`config.mk`:
```
export PLATFORM = sky130hd
export DESIGN_NAME = dtc_timer
export DESIGN_NICKNAME = d
export VERILOG_FILES = /design/src/dtc_pkg.sv /design/src/dtc_timer.sv
export VERILOG_INCLUDE_DIRS = /design/src
export SDC_FILE = /design/constraint.sdc
export NUM_CORES = 1
export LEC_CHECK = 0
export ABC_AREA = 1
export BUFFER_PORTS_ARGS = -buffer_cell sky130_fd_sc_hd__buf_4
export CORE_MARGIN = 3
export CORE_UTILIZATION = 50
export CTS_CLUSTER_DIAMETER = 200
export DETAILED_ROUTE_END_ITERATION = 7
export PLACE_DENSITY = 0.72
export SLEW_MARGIN = 20
export SYNTH_ARGS = -nofsm -noshare
export SYNTH_HDL_FRONTEND = slang
export SYNTH_SLANG_ARGS = --single-unit
```
`constraint.sdc`:
```
create_clock -name clock -period 5.9 [get_ports clock]
set_input_delay 0.295 -clock clock [delete_from_list [all_inputs] [get_ports clock]]
set_output_delay 0.295 -clock clock [all_outputs]
set_load 0.03 [all_outputs]
```
`src/dtc_cfg.svh`:
```
// register indices, field positions, reset values and timing counts
`ifndef DTC_CFG_SVH
`define DTC_CFG_SVH
// register indices; byte address is four times the index
`define DTC_IDX_LOWER_CTRL   6'h1A
`define DTC_IDX_UPPER_CTRL   6'h1B
`define DTC_IDX_LOWER_PERIOD 6'h1E
`define DTC_IDX_UPPER_PERIOD 6'h1F
`define DTC_IDX_LOWER_PULSE  6'h2E
`define DTC_IDX_UPPER_PULSE  6'h2F
`define DTC_IDX_CONFIG       6'h30
`define DTC_IDX_COUNT        6'h31
// control register fields
`define DTC_FF_BIT           7
`define DTC_CLK_MSB          6
`define DTC_CLK_LSB          4
`define DTC_RUN_BIT          3
`define DTC_MODE_MSB         2
`define DTC_MODE_LSB         0
// config register fields
`define DTC_CFG_DIV_BIT      0
`define DTC_CFG_SLOW_BIT     1
// reset values
`define DTC_CTRL_RESET       8'h00
`define DTC_PERIOD_RESET     8'hFF
`define DTC_PULSE_RESET      8'hFF
// prescaler taps, as powers of two of the source clock
`define DTC_HF_DIV_BITS      11
`define DTC_LF_DIV_BITS      3
// bus answers
`define DTC_RESP_OKAY        2'h0
`define DTC_RESP_SLVERR      2'h2
`endif

```
`src/dtc_pkg.sv`:
```
// types shared by the dual 8-bit timer block
package dtc_pkg;
    // lower channel mode codes
    typedef enum logic [2:0] {
        DTC_LOW_SPLIT   = 3'h0,
        DTC_LOW_CASCADE = 3'h3
    } dtc_lower_mode_type;
    // upper channel mode codes
    typedef enum logic [2:0] {
        DTC_UP_TIMER8  = 3'h0,
        DTC_UP_DIVIDER = 3'h1,
        DTC_UP_PWM8    = 3'h2,
        DTC_UP_RESV    = 3'h3,
        DTC_UP_TIMER16 = 3'h4,
        DTC_UP_WARMUP  = 3'h5,
        DTC_UP_PWM16   = 3'h6
    } dtc_upper_mode_type;
endpackage

```
`src/dtc_timer.sv`:
```
// dual 8-bit timer/counter with cascade and an AXI4-Lite register slave
// What this block does
// - clock field picks prescaled high/low taps
// - slow/sleep: full high clock only for warm-up
// - run bit low stops and clears counter
// - lower mode 000 split, 011 cascade
// - cascade: lower clock, upper run bit
// - pulse width writable live in pwm modes
// - lower period and pulse width reset all ones
// - upper control register resets to zero
// - upper mode field: 011 never runs, bit 2 set runs in cascade only, 101 is warm-up
//
// Chosen here: the AXI4-Lite interface to the registers.
`timescale 1ns/10ps
`include "dtc_cfg.svh"
module dtc_timer
    import dtc_pkg::*;
(
    // clock and reset
    input  wire logic        clock,
    input  wire logic        reset,
    // oscillator taps and event pin, asynchronous to clock
    input  wire logic        high_freq_clock,
    input  wire logic        low_freq_clock,
    input  wire logic        event_pin,
    // AXI4-Lite write channels
    input  wire logic [7:0]  s_axi_awaddr,
    input  wire logic        s_axi_awvalid,
    output logic             s_axi_awready,
    input  wire logic [31:0] s_axi_wdata,
    input  wire logic [3:0]  s_axi_wstrb,
    input  wire logic        s_axi_wvalid,
    output logic             s_axi_wready,
    output logic [1:0]       s_axi_bresp,
    output logic             s_axi_bvalid,
    input  wire logic        s_axi_bready,
    // AXI4-Lite read channels
    input  wire logic [7:0]  s_axi_araddr,
    input  wire logic        s_axi_arvalid,
    output logic             s_axi_arready,
    output logic [31:0]      s_axi_rdata,
    output logic [1:0]       s_axi_rresp,
    output logic             s_axi_rvalid,
    input  wire logic        s_axi_rready
);
    // register state
    logic [7:0]  lower_timer_control, next_lower_timer_control;
    logic [7:0]  upper_timer_control, next_upper_timer_control;
    logic [7:0]  lower_period_compare, next_lower_period_compare;
    logic [7:0]  upper_period_compare, next_upper_period_compare;
    logic [7:0]  lower_pulse_width, next_lower_pulse_width;
    logic [7:0]  upper_pulse_width, next_upper_pulse_width;
    logic [1:0]  config_bits, next_config_bits;
    // bus state
    logic        next_bvalid, next_rvalid;
    logic [1:0]  next_bresp, next_rresp;
    logic [31:0] next_rdata;
    logic        write_take, read_take;
    // counters and prescalers
    logic [7:0]  lower_count, next_lower_count;
    logic [7:0]  upper_count, next_upper_count;
    logic [10:0] hf_div;
    logic [2:0]  lf_div;
    // synchronisers: stage one feeds stage two only
    logic [2:0]  hf_sync, lf_sync, pin_sync;
    logic        hf_edge, lf_edge, pin_edge;
    // decoded control
    logic [2:0]  lower_clock_select, upper_clock_select;
    logic [2:0]  lower_mode_field, upper_mode_field;
    logic        lower_run_bit, upper_run_bit;
    logic        divider_tap_select, slow_power_state;
    logic        cascade, warmup, run_lower, run_upper;
    logic        lower_tick, upper_tick, match16;

    // source tick for one clock field; upper channel adds the pin input
    function automatic logic pick_tick(input logic [2:0]  sel,
                                       input logic        slow,
                                       input logic        div_sel,
                                       input logic        warm,
                                       input logic        is_upper,
                                       input logic        hf_e,
                                       input logic [10:0] hdiv,
                                       input logic        lf_e,
                                       input logic [2:0]  ldiv,
                                       input logic        pin_e);
        logic t;
        t = 1'b0;
        case (sel)
            3'h0: t = (slow || div_sel) ? (lf_e && (&ldiv))
                                        : (hf_e && (&hdiv));
            3'h1: t = !slow && hf_e && (&hdiv[6:0]);
            3'h2: t = !slow && hf_e && (&hdiv[4:0]);
            3'h3: t = !slow && hf_e && (&hdiv[2:0]);
            3'h4: t = lf_e;
            3'h5: t = !slow && hf_e && hdiv[0];
            3'h6: t = hf_e && (!slow || warm);
            3'h7: t = is_upper && pin_e;
            default: t = 1'b0;
        endcase
        return t;
    endfunction

    // field extraction
    assign lower_clock_select = lower_timer_control[`DTC_CLK_MSB:`DTC_CLK_LSB];
    assign upper_clock_select = upper_timer_control[`DTC_CLK_MSB:`DTC_CLK_LSB];
    assign lower_mode_field   = lower_timer_control[`DTC_MODE_MSB:`DTC_MODE_LSB];
    assign upper_mode_field   = upper_timer_control[`DTC_MODE_MSB:`DTC_MODE_LSB];
    assign lower_run_bit      = lower_timer_control[`DTC_RUN_BIT];
    assign upper_run_bit      = upper_timer_control[`DTC_RUN_BIT];
    assign divider_tap_select = config_bits[`DTC_CFG_DIV_BIT];
    assign slow_power_state   = config_bits[`DTC_CFG_SLOW_BIT];

    // edges of the synchronised sources, taken from stages two and three
    assign hf_edge  = hf_sync[1] && !hf_sync[2];
    assign lf_edge  = lf_sync[1] && !lf_sync[2];
    assign pin_edge = pin_sync[1] && !pin_sync[2];

    // mode decode; lower reserved codes and upper 011 never count
    assign cascade = (lower_mode_field == DTC_LOW_CASCADE);
    assign warmup  = cascade
                     && (upper_mode_field == DTC_UP_WARMUP);
    assign run_lower = cascade ? (upper_run_bit && upper_mode_field[2])
                               : ((lower_mode_field == DTC_LOW_SPLIT)
                                  && lower_run_bit);
    assign run_upper = cascade ? run_lower
                               : (upper_run_bit && !upper_mode_field[2]
                                  && (upper_mode_field != DTC_UP_RESV));

    // ticks; in cascade both halves run off the lower clock field
    assign lower_tick = pick_tick(lower_clock_select, slow_power_state,
                                  divider_tap_select, warmup, 1'b0,
                                  hf_edge, hf_div, lf_edge, lf_div,
                                  pin_edge);
    assign upper_tick = pick_tick(upper_clock_select, slow_power_state,
                                  divider_tap_select, 1'b0, 1'b1,
                                  hf_edge, hf_div, lf_edge, lf_div,
                                  pin_edge);
    // warm-up compares only the upper byte
    assign match16 = warmup ? (upper_count == upper_period_compare)
                   : ({upper_count, lower_count}
                      == {upper_period_compare, lower_period_compare});

    // counter next values
    always_comb begin
        next_lower_count = lower_count;
        next_upper_count = upper_count;
        if (!run_lower) begin
            next_lower_count = 8'h00;
        end else if (lower_tick) begin
            if (cascade && match16) begin
                next_lower_count = 8'h00;
                next_upper_count = 8'h00;
            end else if (!cascade && lower_count == lower_period_compare) begin
                next_lower_count = 8'h00;
            end else begin
                next_lower_count = lower_count + 8'h01;
                if (cascade && (&lower_count)) begin
                    next_upper_count = upper_count + 8'h01;
                end
            end
        end
        if (!cascade) begin
            if (!run_upper) begin
                next_upper_count = 8'h00;
            end else if (upper_tick) begin
                next_upper_count = (upper_count == upper_period_compare)
                                 ? 8'h00 : upper_count + 8'h01;
            end
        end else if (!run_lower) begin
            next_upper_count = 8'h00;
        end
    end

    // handshakes: one write and one read outstanding at most
    assign write_take    = s_axi_awvalid && s_axi_wvalid && !s_axi_bvalid;
    assign read_take     = s_axi_arvalid && !s_axi_rvalid;
    assign s_axi_awready = write_take;
    assign s_axi_wready  = write_take;
    assign s_axi_arready = read_take;

    // register and bus next values
    always_comb begin
        next_lower_timer_control  = lower_timer_control;
        next_upper_timer_control  = upper_timer_control;
        next_lower_period_compare = lower_period_compare;
        next_upper_period_compare = upper_period_compare;
        next_lower_pulse_width    = lower_pulse_width;
        next_upper_pulse_width    = upper_pulse_width;
        next_config_bits          = config_bits;
        next_bvalid = s_axi_bvalid && !s_axi_bready;
        next_bresp  = s_axi_bresp;
        next_rvalid = s_axi_rvalid && !s_axi_rready;
        next_rresp  = s_axi_rresp;
        next_rdata  = s_axi_rdata;
        if (write_take) begin
            next_bvalid = 1'b1;
            next_bresp  = `DTC_RESP_OKAY;
            // only byte lane 0 carries register data; the guard rules
            // on live changes are left to software, writes always land
            case (s_axi_awaddr[7:2])
                `DTC_IDX_LOWER_CTRL: if (s_axi_wstrb[0]) begin
                    next_lower_timer_control = s_axi_wdata[7:0];
                end
                `DTC_IDX_UPPER_CTRL: if (s_axi_wstrb[0]) begin
                    next_upper_timer_control = s_axi_wdata[7:0];
                end
                `DTC_IDX_LOWER_PERIOD: if (s_axi_wstrb[0]) begin
                    next_lower_period_compare = s_axi_wdata[7:0];
                end
                `DTC_IDX_UPPER_PERIOD: if (s_axi_wstrb[0]) begin
                    next_upper_period_compare = s_axi_wdata[7:0];
                end
                `DTC_IDX_LOWER_PULSE: if (s_axi_wstrb[0]) begin
                    next_lower_pulse_width = s_axi_wdata[7:0];
                end
                `DTC_IDX_UPPER_PULSE: if (s_axi_wstrb[0]) begin
                    next_upper_pulse_width = s_axi_wdata[7:0];
                end
                `DTC_IDX_CONFIG: if (s_axi_wstrb[0]) begin
                    next_config_bits = s_axi_wdata[1:0];
                end
                `DTC_IDX_COUNT: begin
                    next_bresp = `DTC_RESP_OKAY;  // read-only, write dropped
                end
                default: begin
                    next_bresp = `DTC_RESP_SLVERR;
                end
            endcase
        end
        if (read_take) begin
            next_rvalid = 1'b1;
            next_rresp  = `DTC_RESP_OKAY;
            next_rdata  = 32'h0000_0000;
            case (s_axi_araddr[7:2])
                `DTC_IDX_LOWER_CTRL:   next_rdata[7:0] = lower_timer_control;
                `DTC_IDX_UPPER_CTRL:   next_rdata[7:0] = upper_timer_control;
                `DTC_IDX_LOWER_PERIOD: next_rdata[7:0] = lower_period_compare;
                `DTC_IDX_UPPER_PERIOD: next_rdata[7:0] = upper_period_compare;
                `DTC_IDX_LOWER_PULSE:  next_rdata[7:0] = lower_pulse_width;
                `DTC_IDX_UPPER_PULSE:  next_rdata[7:0] = upper_pulse_width;
                `DTC_IDX_CONFIG:       next_rdata[1:0] = config_bits;
                `DTC_IDX_COUNT:   next_rdata[15:0] = {upper_count, lower_count};
                default:          next_rresp = `DTC_RESP_SLVERR;
            endcase
        end
    end

    // synchronisers and prescalers; raw pins never reach logic directly
    always_ff @(posedge clock or posedge reset) begin
        if (reset) begin
            hf_sync  <= 3'h0;
            lf_sync  <= 3'h0;
            pin_sync <= 3'h0;
            hf_div   <= 11'h000;
            lf_div   <= 3'h0;
        end else begin
            hf_sync  <= {hf_sync[1:0], high_freq_clock};
            lf_sync  <= {lf_sync[1:0], low_freq_clock};
            pin_sync <= {pin_sync[1:0], event_pin};
            if (hf_edge) begin
                hf_div <= hf_div + 11'h001;
            end
            if (lf_edge) begin
                lf_div <= lf_div + 3'h1;
            end
        end
    end

    // state registers
    always_ff @(posedge clock or posedge reset) begin
        if (reset) begin
            lower_timer_control  <= `DTC_CTRL_RESET;
            upper_timer_control  <= `DTC_CTRL_RESET;
            lower_period_compare <= `DTC_PERIOD_RESET;
            upper_period_compare <= `DTC_PERIOD_RESET;
            lower_pulse_width    <= `DTC_PULSE_RESET;
            upper_pulse_width    <= `DTC_PULSE_RESET;
            config_bits          <= 2'h0;
            lower_count          <= 8'h00;
            upper_count          <= 8'h00;
            s_axi_bvalid         <= 1'b0;
            s_axi_bresp          <= `DTC_RESP_OKAY;
            s_axi_rvalid         <= 1'b0;
            s_axi_rresp          <= `DTC_RESP_OKAY;
            s_axi_rdata          <= 32'h0000_0000;
        end else begin
            lower_timer_control  <= next_lower_timer_control;
            upper_timer_control  <= next_upper_timer_control;
            lower_period_compare <= next_lower_period_compare;
            upper_period_compare <= next_upper_period_compare;
            lower_pulse_width    <= next_lower_pulse_width;
            upper_pulse_width    <= next_upper_pulse_width;
            config_bits          <= next_config_bits;
            lower_count          <= next_lower_count;
            upper_count          <= next_upper_count;
            s_axi_bvalid         <= next_bvalid;
            s_axi_bresp          <= next_bresp;
            s_axi_rvalid         <= next_rvalid;
            s_axi_rresp          <= next_rresp;
            s_axi_rdata          <= next_rdata;
        end
    end

    // first cycle after reset, for checking reset values
    logic just_reset;
    always_ff @(posedge clock or posedge reset) begin
        if (reset) begin
            just_reset <= 1'b1;
        end else begin
            just_reset <= 1'b0;
        end
    end
endmodule

```
==> metrics.json <==
{
  "tritoncts": {"value": "done"},
  "seq_area_frac_synth": {"value": 0.455},
  "post_cts_resize_count": {"value": 0},
  "place_congestion": {"value": 0.940},
  "cts.htree.levels": {"value": 3},
  "final_nets": {"value": 873},
  "layout_min_cycle_time": {"value": 2.40, "unit": "ns"},
  "worstPathBufferInverterCount": {"value": 3},
  "avgRoutedWirePerCell": {"value": 15.3, "unit": "um"},
  "worst_skew_pair.late_latency": {"value": 0.34, "unit": "ns"},
  "vdd_ir_drop_max": {"value": 0.000219, "unit": "V"},
  "max-cap-violations": {"value": 0},
  "stdcell_area": {"value": 6860, "unit": "um^2"},
  "placed_cell_area": {"value": 6540, "unit": "um^2"},
  "die_area": {"value": 13500, "unit": "um^2"},
  "ys_async_sr_fraction": {"value": 1.00},
  "finalCritPeriodShare": {"value": 0.407},
  "leakagePower": {"value": 3.20, "unit": "nW"},
  "holdBufCountCts": {"value": 1},
  "critical_path_arrival": {"value": 2.11, "unit": "ns"},
  "wirelength_routed": {"value": 14500, "unit": "um"},
  "synth_enable_flop_cells": {"value": 0},
  "die_height": {"value": 116, "unit": "um"},
  "synth-warning-count": {"value": 0},
  "startpoint_type": {"value": "flip-flop"},
  "critPathCaptureType": {"value": "output pin"},
  "num-fill-cells": {"value": 1039},
  "grt_setup_unrepaired": {"value": "false"},
  "ant_nets": {"value": 0},
  "fraction_of_final_layout_cells_with_drive_strength_greater_than_1": {"value": 0.194},
  "grt_first_pass_wirelength": {"value": 24100, "unit": "um"},
  "slew-limit-headroom": {"value": 0.393},
  "timing.fmax": {"value": 417, "unit": "MHz"},
  "drcViolationCount": {"value": 0},
  "syn-cell-area": {"value": 6080, "unit": "um^2"},
  "prevailing_post_synth_register_cell": {"value": "sky130_fd_sc_hd__dfrtp_1"},
  "cpLargestDelayFamily": {"value": "buffers and inverters"},
  "number_of_library_cell_types_mapped_by_synthesis": {"value": 50},
  "setup_fix_bufs_post_cts": {"value": 0},
  "drt_first_pass_iters": {"value": 6},
  "worst_pin_slew": {"value": 0.910, "unit": "ns"},
  "setup_viol": {"value": 0},
  "placementRows": {"value": 39},
  "cpMaxStageDelayCell": {"value": "sky130_fd_sc_hd__nand2_1"},
  "timing.setup.tns": {"value": 0, "unit": "ns"},
  "port_buffers": {"value": 53},
  "design.portCount": {"value": 103},
  "grt_remaining_overflow": {"value": 0},
  "criticalPathCategory": {"value": "flip-flop to output pin"},
  "postSynthAreaPerCell": {"value": 8.09, "unit": "um^2"},
  "final-max-slew-violation-count": {"value": 0},
  "floorplan.die.width": {"value": 116, "unit": "um"},
  "cts.sink_count": {"value": 109},
  "clock_skew": {"value": 0.00787, "unit": "ns"},
  "largest_stage_delay_on_the_critical_path": {"value": 0.64, "unit": "ns"},
  "postSynthRegisterBits": {"value": 109},
  "critical_path_required": {"value": 5.61, "unit": "ns"},
  "antenna-diode-count": {"value": 0},
  "synth_cells": {"value": 751},
  "min_path_type": {"value": "input pin to flip-flop"},
  "power_density_over_the_cells": {"value": 246, "unit": "nW/um^2"},
  "critical_path.cell_chain": {"value": "inv_1 -> nand2_1 -> clkinv_1 -> buf_4"},
  "grt_usage": {"value": 0.228},
  "via_count": {"value": 5090},
  "initial_utilization": {"value": 0.521},
  "vias_in_the_first_global_route": {"value": 4910},
  "area_growth": {"value": 12.8, "unit": "%"},
  "clk_pin_slew_worst_paths": {"value": 0.07, "unit": "ns"},
  "dpl.hpwl": {"value": 11000, "unit": "um"},
  "hold_viol_final": {"value": 0},
  "grt_start_max_net_pins": {"value": 76},
  "commonest_non_fill_non_tap_cell_in_the_layout": {"value": "sky130_fd_sc_hd__nand2_1"},
  "worstPathMaxFanout": {"value": 29},
  "layout.core_utilization": {"value": 0.588},
  "clockRootBuffer": {"value": "sky130_fd_sc_hd__clkbuf_16"},
  "violation_count_after_the_first_detailed_routing_iteration": {"value": 369},
  "drt-vias-per-instance": {"value": 5.35},
  "numCtsBuffers": {"value": 9},
  "most-common-layout-cells": {"value": "sky130_fd_sc_hd__nand2_1, sky130_fd_sc_hd__dfrtp_1, sky130_fd_sc_hd__inv_1"},
  "antenna_found_initial": {"value": 0},
  "core_region_area": {"value": 11700, "unit": "um^2"},
  "ctsLongestPathBuffers": {"value": 2},
  "outcome": {"value": "complete, no violations"}
}
synthesized netlist by cell type, types with 5 or more instances:
library cell,count,area share
sky130_fd_sc_hd__nand2_1,234,0.14
sky130_fd_sc_hd__dfrtp_1,77,0.32
sky130_fd_sc_hd__inv_1,77,0.048
sky130_fd_sc_hd__o21ai_0,64,0.053
sky130_fd_sc_hd__nor2_1,43,0.027
sky130_fd_sc_hd__dfstp_2,32,0.14
sky130_fd_sc_hd__nand3_1,28,0.023
sky130_fd_sc_hd__buf_4,19,0.023
sky130_fd_sc_hd__xnor2_1,15,0.022
sky130_fd_sc_hd__xor2_1,15,0.022
sky130_fd_sc_hd__nand4_1,13,0.013
sky130_fd_sc_hd__inv_2,11,0.0068
sky130_fd_sc_hd__nor3_1,10,0.0082
sky130_fd_sc_hd__clkbuf_1,9,0.0056
sky130_fd_sc_hd__nand3_2,8,0.013
sky130_fd_sc_hd__o31ai_1,8,0.0099
sky130_fd_sc_hd__ha_1,7,0.014
sky130_fd_sc_hd__a21oi_1,6,0.0049
sky130_fd_sc_hd__clkinv_1,6,0.0037
sky130_fd_sc_hd__nand2_2,6,0.0062
sky130_fd_sc_hd__a221oi_1,5,0.0072
sky130_fd_sc_hd__nor2_2,5,0.0051
sky130_fd_sc_hd__nor2_4,5,0.0093
area by class of cell:
class                      count  area (um^2)  area share
tap                          143          179      0.0261
sequential                   109         2770       0.404
clock inverter                 3         43.8     0.00639
multi-input combinational    535         2840       0.414
timing repair buffer          55          415      0.0606
inverter                      94          355      0.0518
clock buffer                  13          260      0.0380
report_power, final:
group          switching [mW]  total [mW]  internal (mW)
Sequential             0.0419       0.845          0.803
Clock                   0.264       0.617          0.353
Combinational           0.146       0.223         0.0769
flip-flops by register name, summed over array words and instances (netlist names), 2 cells and up:
signal	flops
upper_timer_control	8
lower_pulse_width	8
lower_timer_control	8
lf_div	3
upper_period_compare	8
lower_count	8
upper_count	8
lf_sync	3
hf_div	11
hf_sync	3
s_axi_rdata	16
upper_pulse_width	8
lower_period_compare	8
pin_sync	3
config_bits	2
final timing paths:
check	startpoint	end	slack (ns)	cells past startpoint
max reg2reg	hf_div[0]$_DFFE_PP0N_	upper_count[7]$_DFF_PP0_	3.86	14
min reg2reg	lf_sync[0]$_DFF_PP0_	lf_sync[1]$_DFF_PP0_	0.35	0
min	low_freq_clock	lf_sync[0]$_DFF_PP0_	0.06	1
max	s_axi_rvalid$_DFF_PP0_	s_axi_arready	3.50	4
max in group asynchronous	reset	lf_div[1]$_DFFE_PP0P_	4.10	4
min in group asynchronous	reset	s_axi_rdata[1]$_DFFE_PP0P_	0.52	3
worst register-to-register path, delay by kind of cell (launching register included):
family	cells	cell delay, ns
AND/OR/NAND/NOR	9	0.78
flip-flops	1	0.41
adder cells (fa/ha/maj)	2	0.39
buffers and inverters	2	0.28
AO/OA/AOI/OAI	1	0.07
routing by layer:
layer,global-route usage,vias up,share of wire,wire length (um)
li1,-,2487,-,-
met1,0.313,2414,0.45,6580
met2,0.375,168,0.47,6910
met3,0.0409,21,0.057,836
met4,0.0642,0,0.015,222
met5,0,-,0,0
cells by family after synthesis:
| kind of cell | count (synthesis) | synth area share |
|---|---|---|
| AOI/OAI and AO/OA | 109 | 0.111 |
| xor gates and xnor gates | 30 | 0.0432 |
| adders and majority gates | 7 | 0.0144 |
| buffers and inverters | 124 | 0.0887 |
| DFF | 109 | 0.455 |
| other | 1 | 0.000617 |
| and+or+nand+nor | 371 | 0.287 |
metrics by stage:
| step | power, mW | hold slack [ns] | setup WS, ns | std cells |
|---|---|---|---|---|
| 2_1_floorplan | 1.02 | 0.326 | 2.78 | 768 |
| 3_3_place_gp | 1.07 | 0.331 | 3.88 | 935 |
| 3_5_place_dp | 1.08 | 0.339 | 3.80 | 935 |
| 4_1_cts | 1.70 | 0.0430 | 3.44 | 952 |
| 5_1_grt | 1.77 | 0.0418 | 3.30 | 952 |
| 6_report | 1.69 | 0.0567 | 3.50 | 952 |
(Power assumes the default switching activity.)
